`src/psa_pkg.sv`:
```
// shared constants and types of the phy status and advertisement register group
package psa_pkg;
    // management register addresses
    localparam logic [4:0]  REG_STATUS    = 5'h01;
    localparam logic [4:0]  REG_ID_LOW    = 5'h02;
    localparam logic [4:0]  REG_ID_HIGH   = 5'h03;
    localparam logic [4:0]  REG_ADV       = 5'h04;
    localparam logic [4:0]  REG_PARTNER   = 5'h05;
    // basic status bit positions
    localparam int          BS_T4         = 15;
    localparam int          BS_FTX_FULL   = 14;
    localparam int          BS_FTX_HALF   = 13;
    localparam int          BS_TEN_FULL   = 12;
    localparam int          BS_TEN_HALF   = 11;
    localparam int          BS_EXT_STAT   = 8;
    localparam int          BS_TX_ANY     = 7;
    localparam int          BS_PRE_SKIP   = 6;
    localparam int          BS_NEG_DONE   = 5;
    localparam int          BS_RFAULT     = 4;
    localparam int          BS_NEG_CAP    = 3;
    localparam int          BS_LINK       = 2;
    localparam int          BS_JABBER     = 1;
    localparam int          BS_EXT_CAP    = 0;
    // identifier layout
    localparam int          ID_HIGH_LSB   = 10;
    localparam int          MODEL_LSB     = 4;
    // advertisement layout
    localparam int          ADV_RSVD      = 14;
    localparam int          ADV_T4        = 9;
    localparam logic [15:0] ADV_RESET     = 16'h1DE1;
    localparam logic [15:0] ADV_WR_MASK   = 16'hBDE0;
    localparam logic [15:0] ADV_DEFER     = 16'h8DE0;
    localparam logic [15:0] ADV_SELECTOR  = 16'h0001;
    localparam logic [15:0] ZERO16        = 16'h0000;
    // serial management framing
    localparam logic [1:0]  OP_READ       = 2'h2;
    localparam logic [1:0]  OP_WRITE      = 2'h1;
    localparam logic [5:0]  PRE_BITS      = 6'h20;
    localparam logic [3:0]  HDR_LAST      = 4'hC;
    localparam logic [3:0]  TA_LAST       = 4'h1;
    localparam logic [3:0]  DATA_LAST     = 4'hF;

    typedef enum logic [1:0] {MS_IDLE, MS_HDR, MS_TA, MS_DATA} psa_mdio_state_e;
endpackage : psa_pkg

```
`src/psa_mgmt_if.sv`:
```
// register request and answer path between frame engine and register bank
`timescale 1ns/1ps
interface psa_mgmt_if;
    logic        rd_req;
    logic        wr_req;
    logic [4:0]  reg_addr;
    logic [15:0] wr_data;
    logic [15:0] rd_data;
    modport engine (output rd_req, output wr_req, output reg_addr, output wr_data,
                    input rd_data);
    modport bank   (input rd_req, input wr_req, input reg_addr, input wr_data,
                    output rd_data);
endinterface : psa_mgmt_if

```
`src/psa_mdio_engine.sv`:
```
// serial management frame engine: samples mdc/mdio, decodes frames, drives read data
`timescale 1ns/1ps
module psa_mdio_engine
    import psa_pkg::*;
(
    input  wire logic       core_clk,
    input  wire logic       rst_n,
    input  wire logic       mdc,
    input  wire logic       mdio_in,
    output logic            mdio_out,
    output logic            mdio_oe,
    input  wire logic [4:0] phy_addr,
    psa_mgmt_if.engine      mg
);
    logic            mdc_s1_ff, mdc_s2_ff, mdc_d_ff;
    logic            mdio_s1_ff, mdio_s2_ff;
    logic            mdc_rise;
    psa_mdio_state_e state_ff;
    logic [5:0]      ones_ff;
    logic            pre_seen_ff;
    logic [3:0]      cnt_ff;
    logic [11:0]     hdr_ff;
    logic [12:0]     hdr_nxt;
    logic            rd_go_ff, wr_go_ff;
    logic [15:0]     sh_ff;
    logic            rd_req_ff, wr_req_ff;
    logic [4:0]      addr_ff;
    logic [15:0]     wdata_ff;

    // two-flop synchronisers; edge detect looks only at the second stage
    always_ff @(posedge core_clk) begin
        if (!rst_n) begin
            mdc_s1_ff  <= 1'b0;
            mdc_s2_ff  <= 1'b0;
            mdc_d_ff   <= 1'b0;
            mdio_s1_ff <= 1'b1;
            mdio_s2_ff <= 1'b1;
        end else begin
            mdc_s1_ff  <= mdc;
            mdc_s2_ff  <= mdc_s1_ff;
            mdc_d_ff   <= mdc_s2_ff;
            mdio_s1_ff <= mdio_in;
            mdio_s2_ff <= mdio_s1_ff;
        end
    end

    assign mdc_rise = mdc_s2_ff & ~mdc_d_ff;
    assign hdr_nxt  = {hdr_ff, mdio_s2_ff};

    // frame sequencing; a start needs a preceding idle one, full preamble only once
    always_ff @(posedge core_clk) begin
        if (!rst_n) begin
            state_ff    <= MS_IDLE;
            ones_ff     <= 6'h00;
            pre_seen_ff <= 1'b0;
            cnt_ff      <= 4'h0;
            hdr_ff      <= 12'h000;
            rd_go_ff    <= 1'b0;
            wr_go_ff    <= 1'b0;
        end else if (mdc_rise) begin
            case (state_ff)
                MS_IDLE: begin
                    if (mdio_s2_ff) begin
                        if (ones_ff != PRE_BITS) ones_ff <= ones_ff + 6'h01;
                    end else begin
                        if (ones_ff != 6'h00 && (pre_seen_ff || ones_ff == PRE_BITS)) begin
                            state_ff    <= MS_HDR;
                            pre_seen_ff <= 1'b1;
                        end
                        ones_ff <= 6'h00;
                    end
                    cnt_ff <= 4'h0;
                end
                MS_HDR: begin
                    hdr_ff <= hdr_nxt[11:0];
                    cnt_ff <= cnt_ff + 4'h1;
                    if (cnt_ff == HDR_LAST) begin
                        rd_go_ff <= hdr_nxt[12] && hdr_nxt[11:10] == OP_READ
                                    && hdr_nxt[9:5] == phy_addr;
                        wr_go_ff <= hdr_nxt[12] && hdr_nxt[11:10] == OP_WRITE
                                    && hdr_nxt[9:5] == phy_addr;
                        state_ff <= MS_TA;
                        cnt_ff   <= 4'h0;
                    end
                end
                MS_TA: begin
                    cnt_ff <= cnt_ff + 4'h1;
                    if (cnt_ff == TA_LAST) begin
                        state_ff <= MS_DATA;
                        cnt_ff   <= 4'h0;
                    end
                end
                MS_DATA: begin
                    cnt_ff <= cnt_ff + 4'h1;
                    if (cnt_ff == DATA_LAST) begin
                        state_ff <= MS_IDLE;
                        rd_go_ff <= 1'b0;
                        wr_go_ff <= 1'b0;
                    end
                end
                default: state_ff <= MS_IDLE;
            endcase
        end
    end

    // pin drive: released in first turnaround bit, zero in second, then data msb first
    always_ff @(posedge core_clk) begin
        if (!rst_n) begin
            mdio_oe  <= 1'b0;
            mdio_out <= 1'b1;
            sh_ff    <= 16'h0000;
        end else if (mdc_rise) begin
            if (state_ff == MS_TA && cnt_ff == 4'h0 && rd_go_ff) begin
                mdio_oe  <= 1'b1;
                mdio_out <= 1'b0;
            end else if (state_ff == MS_TA && cnt_ff == TA_LAST) begin
                mdio_out <= mg.rd_data[15];
                sh_ff    <= {mg.rd_data[14:0], 1'b0};
            end else if (state_ff == MS_DATA) begin
                mdio_out <= rd_go_ff ? sh_ff[15] : 1'b1;
                sh_ff    <= {sh_ff[14:0], mdio_s2_ff};
                if (cnt_ff == DATA_LAST) mdio_oe <= 1'b0;
            end
        end
    end

    // one-cycle register requests toward the bank
    always_ff @(posedge core_clk) begin
        if (!rst_n) begin
            rd_req_ff <= 1'b0;
            wr_req_ff <= 1'b0;
            addr_ff   <= 5'h00;
            wdata_ff  <= 16'h0000;
        end else begin
            rd_req_ff <= mdc_rise && state_ff == MS_HDR && cnt_ff == HDR_LAST
                         && hdr_nxt[12] && hdr_nxt[11:10] == OP_READ
                         && hdr_nxt[9:5] == phy_addr;
            wr_req_ff <= mdc_rise && state_ff == MS_DATA && cnt_ff == DATA_LAST && wr_go_ff;
            if (mdc_rise && state_ff == MS_HDR && cnt_ff == HDR_LAST) addr_ff <= hdr_nxt[4:0];
            if (mdc_rise && state_ff == MS_DATA && cnt_ff == DATA_LAST)
                wdata_ff <= {sh_ff[14:0], mdio_s2_ff};
        end
    end

    assign mg.rd_req   = rd_req_ff;
    assign mg.wr_req   = wr_req_ff;
    assign mg.reg_addr = addr_ff;
    assign mg.wr_data  = wdata_ff;
endmodule : psa_mdio_engine

```
`src/psa_status_regs.sv`:
```
// status, identifier, advertisement and partner ability registers behind serial management
// Behaviour
// - status bits 15 to 11 are fixed: T4 zero, four speed/duplex capabilities one
// - status bit 8 reads one: extended status register exists
// - status bit 7 reads zero; transmit accepted only with valid link
// - status bit 6 reads one; frames without preamble accepted after the first full preamble
// - status bit 5 shows negotiation complete, resets to zero
// - status bit 4 sets on remote fault, clears on read or reset
// - status bit 3 reads one: negotiation capable
// - status bit 2 latches link loss until read; read twice for present state
// - status bit 1 shows jabber, resets to zero
// - status bit 0 reads one: extended registers via address/data pair
// - identifier low returns id bits 18..3, high bits 15..10 return 24..19
// - identifier high holds model in 9..4 and revision in 3..0
// - advertisement forms base page; selector reads 00001
// - advertisement bits 15 and 13 writable, reset zero; bit 14 zero
// - advertisement bit 12 writable, resets one
// - advertisement pause bits 11 and 10 writable, reset one
// - advertisement bits 8..5 writable, reset one; bit 9 reads zero
// - deferred bits apply on soft reset, restart, power-up or link loss
// - partner ability captures received base page
// - soft reset returns status register to defaults
// - negotiation restart pulse is taken as an apply event
`timescale 1ns/1ps
module psa_status_regs
    import psa_pkg::*;
#(
    parameter logic [4:0]  PHY_ADDR     = 5'h01,
    parameter logic [15:0] ID_BITS_LOW  = 16'h1234, // arbitrary value
    parameter logic [5:0]  ID_BITS_HIGH = 6'h15,    // arbitrary value
    parameter logic [5:0]  MODEL_NUM    = 6'h2A,    // arbitrary value
    parameter logic [3:0]  REV_NUM      = 4'h3      // arbitrary value
) (
    input  wire logic        core_clk,
    input  wire logic        rst_n,
    input  wire logic        mdc,
    input  wire logic        mdio_in,
    output logic             mdio_out,
    output logic             mdio_oe,
    input  wire logic        soft_reset_pulse,
    input  wire logic        negotiation_restart,
    input  wire logic        power_down_ctl,
    input  wire logic        link_up,
    input  wire logic        negotiation_done_flag,
    input  wire logic        remote_fault_evt,
    input  wire logic        jabber_det,
    input  wire logic        partner_valid,
    input  wire logic [15:0] partner_word,
    output logic [15:0]      base_page_word,
    output logic             adv_apply,
    output logic             tx_accept
);
    psa_mgmt_if mg ();

    logic        neg_done_ff, rfault_ff, link_lat_ff, jabber_ff;
    logic        pwd_d_ff, link_d_ff;
    logic [15:0] adv_ff, adv_eff_ff, partner_ff, rd_data_ff;
    logic [15:0] status_w, rd_mux;
    logic        status_rd, adv_wr, apply_evt;
    logic        tx_ok_ff;

    psa_mdio_engine u_engine (
        .core_clk (core_clk),
        .rst_n    (rst_n),
        .mdc      (mdc),
        .mdio_in  (mdio_in),
        .mdio_out (mdio_out),
        .mdio_oe  (mdio_oe),
        .phy_addr (PHY_ADDR),
        .mg       (mg.engine)
    );

    assign status_rd = mg.rd_req && mg.reg_addr == REG_STATUS;
    assign adv_wr    = mg.wr_req && mg.reg_addr == REG_ADV;

    // live status flags; soft reset returns them to defaults
    always_ff @(posedge core_clk) begin
        if (!rst_n || soft_reset_pulse) begin
            neg_done_ff <= 1'b0;
            jabber_ff   <= 1'b0;
        end else begin
            neg_done_ff <= negotiation_done_flag;
            jabber_ff   <= jabber_det;
        end
    end

    // sticky remote fault: a fault in the read cycle survives the clear
    always_ff @(posedge core_clk) begin
        if (!rst_n) begin
            rfault_ff <= 1'b0;
        end else if (remote_fault_evt) begin
            rfault_ff <= 1'b1;
        end else if (status_rd || soft_reset_pulse) begin
            rfault_ff <= 1'b0;
        end
    end

    // link latched low; a read reloads the present state so a drop is never missed
    always_ff @(posedge core_clk) begin
        if (!rst_n || soft_reset_pulse) begin
            link_lat_ff <= 1'b0;
        end else if (status_rd) begin
            link_lat_ff <= link_up;
        end else if (!link_up) begin
            link_lat_ff <= 1'b0;
        end
    end

    always_ff @(posedge core_clk) begin
        if (!rst_n) tx_ok_ff <= 1'b0;
        else        tx_ok_ff <= link_up;
    end
    assign tx_accept = tx_ok_ff;

    // basic status word assembly
    always_comb begin
        status_w              = ZERO16;
        status_w[BS_T4]       = 1'b0;
        status_w[BS_FTX_FULL] = 1'b1;
        status_w[BS_FTX_HALF] = 1'b1;
        status_w[BS_TEN_FULL] = 1'b1;
        status_w[BS_TEN_HALF] = 1'b1;
        status_w[BS_EXT_STAT] = 1'b1;
        status_w[BS_TX_ANY]   = 1'b0;
        status_w[BS_PRE_SKIP] = 1'b1;
        status_w[BS_NEG_DONE] = neg_done_ff;
        status_w[BS_RFAULT]   = rfault_ff;
        status_w[BS_NEG_CAP]  = 1'b1;
        status_w[BS_LINK]     = link_lat_ff;
        status_w[BS_JABBER]   = jabber_ff;
        status_w[BS_EXT_CAP]  = 1'b1;
    end

    // stored advertisement; only writable bits take the write
    always_ff @(posedge core_clk) begin
        if (!rst_n) begin
            adv_ff <= ADV_RESET & ADV_WR_MASK;
        end else if (adv_wr) begin
            adv_ff <= mg.wr_data & ADV_WR_MASK;
        end
    end

    // edge detection of apply conditions; inputs share this clock
    always_ff @(posedge core_clk) begin
        if (!rst_n) begin
            pwd_d_ff  <= 1'b0;
            link_d_ff <= 1'b0;
        end else begin
            pwd_d_ff  <= power_down_ctl;
            link_d_ff <= link_up;
        end
    end

    assign apply_evt = soft_reset_pulse || negotiation_restart
                       || (pwd_d_ff && !power_down_ctl) || (link_d_ff && !link_up);

    // deferred copy of the starred bits; stale until an apply event
    always_ff @(posedge core_clk) begin
        if (!rst_n) adv_eff_ff <= ADV_RESET & ADV_DEFER;
        else if (apply_evt) adv_eff_ff <= adv_ff & ADV_DEFER;
    end

    assign base_page_word = adv_eff_ff | (adv_ff & ADV_WR_MASK & ~ADV_DEFER) | ADV_SELECTOR;
    assign adv_apply      = apply_evt;

    always_ff @(posedge core_clk) begin
        if (!rst_n) partner_ff <= ZERO16;
        else if (partner_valid) partner_ff <= partner_word;
    end

    // read multiplexer; unmapped addresses read zero
    always_comb begin
        case (mg.reg_addr)
            REG_STATUS:  rd_mux = status_w;
            REG_ID_LOW:  rd_mux = ID_BITS_LOW;
            REG_ID_HIGH: rd_mux = {ID_BITS_HIGH, MODEL_NUM, REV_NUM};
            REG_ADV:     rd_mux = (adv_ff & ADV_WR_MASK) | ADV_SELECTOR;
            REG_PARTNER: rd_mux = partner_ff;
            default:     rd_mux = ZERO16;
        endcase
    end

    // read data held for the turnaround; engine shifts it out later
    always_ff @(posedge core_clk) begin
        if (!rst_n) rd_data_ff <= ZERO16;
        else if (mg.rd_req) rd_data_ff <= rd_mux;
    end
    assign mg.rd_data = rd_data_ff;
endmodule : psa_status_regs

```
`config.mk`:
```
export PLATFORM = sky130hd
export DESIGN_NAME = psa_status_regs
export DESIGN_NICKNAME = d
export VERILOG_FILES = /design/src/psa_pkg.sv /design/src/psa_mgmt_if.sv /design/src/psa_mdio_engine.sv /design/src/psa_status_regs.sv
export SDC_FILE = /design/constraint.sdc
export NUM_CORES = 1
export LEC_CHECK = 0
export BUFFER_PORTS_ARGS = -buffer_cell sky130_fd_sc_hd__buf_2
export CAP_MARGIN = 20
export CORE_MARGIN = 5
export CORE_UTILIZATION = 35
export CTS_CLUSTER_SIZE = 16
export DETAILED_ROUTE_END_ITERATION = 7
export PLACE_DENSITY = 0.56
export SLEW_MARGIN = 20
export SYNTH_ARGS = -nofsm -noshare
export SYNTH_HDL_FRONTEND = slang
export SYNTH_SLANG_ARGS = --single-unit
export TNS_END_PERCENT = 100
```
`constraint.sdc`:
```
create_clock -name core_clk -period 1.8 [get_ports core_clk]
set_clock_uncertainty 0.2 [all_clocks]
set_input_delay 0.27 -clock core_clk [delete_from_list [all_inputs] [get_ports core_clk]]
set_output_delay 0.27 -clock core_clk [all_outputs]
set_load 0.005 [all_outputs]
```
==> results of run 1 <==
==> final timing paths <==
path	slack (ns)	cells past startpoint	end
worst max register to register	-0.10	7	u_engine.sh_ff[12]
worst min-delay path	0.08	5	adv_eff_ff[11]
worst min register to register	0.21	1	u_engine.mdio_s2_ff
worst max-delay path	-0.10	7	u_engine.sh_ff[12]
==> layer usage <==
layer,global-route usage,part of all wire,vias to the layer above
li1,-,-,2162
met1,0.1955,0.47,2064
met2,0.2449,0.47,96
met3,0.03726,0.037,23
met4,0.07159,0.027,0
met5,0,0,-
==> cell type report <==
| class | instances | area [um2] | share of cell area |
|---|---|---|---|
| clock buffer | 22 | 454.2 | 0.06224 |
| clock inverter | 9 | 101.3 | 0.01389 |
| inverter | 20 | 77.57 | 0.01063 |
| multi-input combinational | 383 | 3007 | 0.4120 |
| sequential | 120 | 2419 | 0.3314 |
| tap | 188 | 235.2 | 0.03224 |
| timing repair buffer | 125 | 1003 | 0.1375 |
==> timing repair <==
| item | 4_1_cts | 5_1_grt |
|---|---|---|
| pin swaps | 19 | 23 |
| setup endpoints to repair | 38 | 61 |
| setup buffers | 2 | 10 |
| hold endpoints to repair | 24 | 0 |
| resized for setup | 42 | 52 |
| cloned | 1 | 1 |
| hold buffers | 24 | 0 |
==> stage by stage <==
stage          area (um2)  instances  hold slack, ns    util
2_1_floorplan        5404        565          0.1715       -
3_3_place_gp         6002        799          0.1910  0.3993
3_5_place_dp         6002        799          0.1951  0.3993
4_1_cts              6995        857          0.1024  0.4653
5_1_grt              7297        867          0.1075  0.4854
6_report             7297        867         0.08491  0.4854
==> critical path, cell delays in order (launching register included) <==
cell      delay, ns
dfxtp_2        0.33
inv_2          0.08
ha_4           0.14
or3b_4         0.37
o221a_4        0.32
buf_12         0.18
nor2_4         0.09
a211oi_2       0.05
==> cell families after synthesis <==
group           after synthesis  synth area share
simple gates                193            0.1770
flops                       120            0.4543
compound gates              101            0.1493
mux                          71            0.1346
buf+inv                      62           0.05868
fa+ha+maj                     9           0.02130
other cells                   2          0.001420
xor+xnor                      2          0.003313
==> registers in the layout, summed over array words and instances, names as in the netlist, 2 cells and up <==
register              count
u_engine.cnt_ff           4
adv_ff                    9
u_engine.ones_ff          6
u_engine.state_ff         2
u_engine.sh_ff           16
partner_ff               16
u_engine.hdr_ff          12
adv_eff_ff                7
mg.rd_data               16
u_engine.mg.reg_addr      5
u_engine.mg.wr_data       9
==> power by group <==
group / internal [mW] / switching [mW]
registers: 2.69 / 0.0212
logic: 0.137 / 0.140
clock network: 2.05 / 1.15
total: 4.88 / 1.31
==> cell usage after synthesis (7+ instances only) <==
master | n | area (um2)
nand2b_1 | 13 | 81.33
o21ai_0 | 12 | 60.06
dfxtp_1 | 120 | 2402
buf_2 | 8 | 40.04
mux2i_1 | 70 | 700.7
a211oi_2 | 16 | 200.2
buf_4 | 10 | 75.07
ha_1 | 9 | 112.6
clkbuf_1 | 14 | 52.55
nor2_1 | 73 | 274.0
nand3_1 | 12 | 60.06
and2_1 | 7 | 43.79
nand2_1 | 48 | 180.2
inv_1 | 19 | 71.32
a21oi_1 | 30 | 150.1
==> results_dict.tcl, run 1 <==
set metrics [dict create \
    ys_types 63 \
    fin_tns_setup_ns -1.407 \
    setup_viol 21 \
    syn-mean-instance-area_um2 9.442 \
    finalHoldViolCount 0 \
    grt_pass1_vias 4411 \
    cap_violations 0 \
    drt-total-wl_um 13190 \
    fill_cells 1317 \
    outcome "finished with violations" \
    holdCritStartpoint "negotiation_restart" \
    clk-insertion-delay-late_ns 0.42 \
    ant_nets 0 \
    start_util 0.3517 \
    track_usage 0.1535 \
    viasPerCell 5.012 \
    leakage_nw 2.819 \
    worst_pin_slew_ns 0.6596 \
    fin_crit_ns 1.901 \
    preCtsSetupSlack_ns -0.1404 \
    ios 48 \
    critPathKind "reg2reg" \
    row_count 45 \
    synth_seq_cells 120 \
    cts_max_level 4 \
    power_density_nw_per_um2 848.1 \
    min_path_type "in2reg" \
    cp_max_fo 15 \
    areaGrowthSynthToFinish_pct 38.00 \
    p_total_mw 6.189 \
    finalCritPeriodShare 1.056 \
    synth_cells 560 \
    dp.final_hpwl_um 8867 \
    core_um2 15030 \
    async_flop_share 0 \
    drt_iter0_drc 166 \
    die_y_um 132.9 \
    ir_drop_mv 0.7193 \
    wl_per_cell_um 15.22 \
    ys.flop_type "dfxtp_1" \
    worstSetupStartpoint "u_engine.state_ff[0]" \
    fmax_ghz 0.5261 \
    cp.arrival_ns 1.99 \
    finalMaxSlewViolations 0 \
    cts_sinks 120 \
    yosysWarnings 0 \
    drive_gt1_frac 0.3328 \
    cts_buffers 17 \
    firstDrtPassIters 5 \
    worstSetupEndpointType "flop" \
    start_kind "flop" \
    nets 704 \
    violations "negative setup slack" \
    num_vias 4345 \
    layout_commonest_cell "dfxtp_1" \
    grt_max_degree 31 \
    diodes 0 \
    rsz0062_at_grt "yes" \
    cts.path.max_buffers 2 \
    yosysSeqAreaShare 0.4543 \
    syn_area_um2 5288 \
    required_ns 1.89 \
    die_w_um 132.9 \
    dieArea_um2 17670 \
    setup_ws_ns -0.1007 \
    drc_errors 0 \
    gp_congestion 0.7942 \
    cts_tree "yes" \
    grt_pass1_wl_um 21800 \
    timing.rr.start "u_engine.state_ff[0]" \
    antenna_found_initial 0 \
    synth_edf_count 0 \
    port_buffers 40 \
    maxSlewHeadroom 0.5586 \
    cts.clk_slew.worst_paths_ns 0.05 \
    final_cell_mix "111 x dfxtp_1, 68 x mux2i_1, 57 x nor2_1, 47 x nand2_1, 45 x buf_4" \
    grt-ovfl-total 0 \
    cts_root_buffer "clkbuf_16" \
]
Power figures use the tool's default switching activity.
==> inputs of run 2 (changes only) <==
--- a/config.mk
+++ b/config.mk
@@ -8,10 +8,10 @@
 export BUFFER_PORTS_ARGS = -buffer_cell sky130_fd_sc_hd__buf_2
 export CAP_MARGIN = 20
 export CORE_MARGIN = 5
-export CORE_UTILIZATION = 35
+export CORE_UTILIZATION = 50
 export CTS_CLUSTER_SIZE = 16
 export DETAILED_ROUTE_END_ITERATION = 7
-export PLACE_DENSITY = 0.56
+export PLACE_DENSITY = 0.71
 export SLEW_MARGIN = 20
 export SYNTH_ARGS = -nofsm -noshare
 export SYNTH_HDL_FRONTEND = slang
==> constraint.sdc (replaced) <==
create_clock -name core_clk -period 2.2 [get_ports core_clk]
set_clock_uncertainty 0.2 [all_clocks]
set_input_delay 0.33 -clock core_clk [delete_from_list [all_inputs] [get_ports core_clk]]
set_output_delay 0.33 -clock core_clk [all_outputs]
set_load 0.005 [all_outputs]
==> run 2 against run 1 <==
Design area is 11% lower. Global-route usage is 4.8 points higher. Sequential cell count stayed put. Critical endpoint is now adv_apply. Sequential power is 18% lower. Largest power group unchanged. Critical path depth is 2 lower. Worst setup slack better by 0.20 ns. Clock power is 17% lower. The flow now finishes without violations. Highest routed layer unchanged. Combinational power is 26% lower. Sequential share of layout area is 3.9 points higher.
==> results_dict.tcl, run 2 (same netlist as run 1, synthesis figures left out) <==
set metrics [dict create \
    outcome "finished clean" \
    drt-total-wl_um 12350 \
    final_cell_mix "120 x dfxtp_1, 73 x nor2_1, 70 x mux2i_1, 48 x nand2_1, 40 x buf_2" \
    grt_pass1_vias 4231 \
    start_util 0.5122 \
    cts.clk_slew.worst_paths_ns 0.06 \
    track_usage 0.2013 \
    finalCritPeriodShare 0.9567 \
    sw_frac_of_total 0.2238 \
    cp.arrival_ns 1.57 \
    fin_crit_ns 2.105 \
    p_total_mw 5.092 \
    cts.path.max_buffers 2 \
    wl_per_cell_um 15.86 \
    viasPerCell 5.416 \
    crit_chain "dlygate4sd3_1, buf_2, nor2_1, o221ai_4, buf_2" \
    share_seq_of_total_power 0.436 \
    required_ns 1.67 \
    drt_iter0_drc 223 \
    die_w_um 112.8 \
    grt-ovfl-total 0 \
    drive_gt1_frac 0.1897 \
    critical_path_buf_inv_count 3 \
    crit_slowest_cell "dlygate4sd3_1" \
    clk-insertion-delay-late_ns 0.50 \
    ant_nets 0 \
    drc_errors 0 \
    cts_root_buffer "clkbuf_8" \
    areaGrowthSynthToFinish_pct 22.69 \
    finalMaxSlewViolations 0 \
    port_buffers 40 \
    row_count 37 \
    cp_max_fo 6 \
    worst_pin_slew_ns 0.6732 \
    rsz0062_at_grt "no" \
    ir_drop_mv 0.6585 \
    die_y_um 112.8 \
    nets 667 \
    cp_top_family "buffers and inverters" \
    p_sw_mw 1.140 \
    setup_viol 0 \
    critPathKind "in2out" \
    num_vias 4219 \
    start_kind "input port" \
    leakage_nw 2.510 \
    antenna_found_initial 0 \
    fmax_ghz 0.4751 \
    worstSetupEndpointType "output port" \
    path_common_cell "buf_2" \
    finalHoldViolCount 0 \
    firstDrtPassIters 5 \
    dieArea_um2 12730 \
    p_int_mw 3.952 \
    grt_pass1_wl_um 20900 \
    fin_tns_setup_ns 0 \
    layout_commonest_cell "dfxtp_1" \
    grt_max_degree 34 \
    p_comb_frac 0.040 \
    cts_max_level 4 \
    power_density_nw_per_um2 784.8 \
    max_stage_delay_ns 0.53 \
    p_clk_frac 0.524 \
    timing.hold.ws_ns 0.06875 \
    diodes 0 \
    core_um2 10320 \
    maxSlewHeadroom 0.5495 \
    dp.final_hpwl_um 8175 \
    cts_tree "yes" \
    min_path_type "in2reg" \
    cts_sinks 120 \
    cap_violations 0 \
    ios 48 \
    gp_congestion 0.8290 \
    cts_buffers 17 \
]
-- run 2: stage by stage --
step                      cell area, um2    util  std cells  setup slack [ns]
after global placement              5559  0.5385        714            0.1388
final                               6487  0.6284        779           0.09525
after floorplan                     5306       -        565            0.1943
after global routing                6487  0.6284        779          0.009168
after detailed placement            5559  0.5385        714           0.06226
after CTS                           6416  0.6215        774           0.03017
-- run 2: area by class of cell --
cell class	instances	area, um2
fill	820	3836
multi-input combinational	383	2626
sequential	120	2402
timing repair buffer	88	634.4
clock buffer	19	431.7
tap	136	170.2
clock inverter	13	145.1
inverter	20	77.57
-- run 2: per-layer routing --
layer | up-vias | global-route usage | wire length [um]
met5 | - | 0 | 0
met4 | 0 | 0.06651 | 174
met3 | 17 | 0.05027 | 585
met2 | 95 | 0.3365 | 5973
met1 | 2023 | 0.2545 | 5619
li1 | 2084 | - | -
-- run 2: path summary, 6_finish.rpt --
| check | depth (start not counted) | from | slack, ns | to |
|---|---|---|---|---|
| setup / recovery | 5 | soft_reset_pulse | 0.1 | adv_apply |
| hold / removal | 5 | negotiation_restart | 0.07 | adv_eff_ff[5] |
| setup reg to reg | 6 | u_engine.state_ff[1] | 0.12 | u_engine.cnt_ff[3] |
| hold reg to reg | 1 | u_engine.mdio_s1_ff | 0.22 | u_engine.mdio_s2_ff |
-- run 2: power by group through the flow --
stage / Clock, mW / Sequential [mW] / Combinational, mW
after floorplan: 0 / 2.26 / 0.109
after global placement: 0 / 2.26 / 0.148
after detailed placement: 0 / 2.27 / 0.154
after CTS: 2.70 / 2.22 / 0.193
after global routing: 2.81 / 2.22 / 0.225
final: 2.67 / 2.22 / 0.205
-- run 2: what timing repair did --
action                                 CTS  global route
hold buffers                            28             0
endpoints found under the hold margin   27             0
setup endpoints to repair                0             9
setup buffers                            0             5
gates resized for setup                  0             8
-- run 2: worst reg2reg max path: stages, from the launching register on --
cell      delay, ns
dfxtp_1        0.38
inv_1          0.09
ha_2           0.23
or4b_1         0.53
a31oi_2        0.27
a211oi_1       0.08
a31o_1         0.20
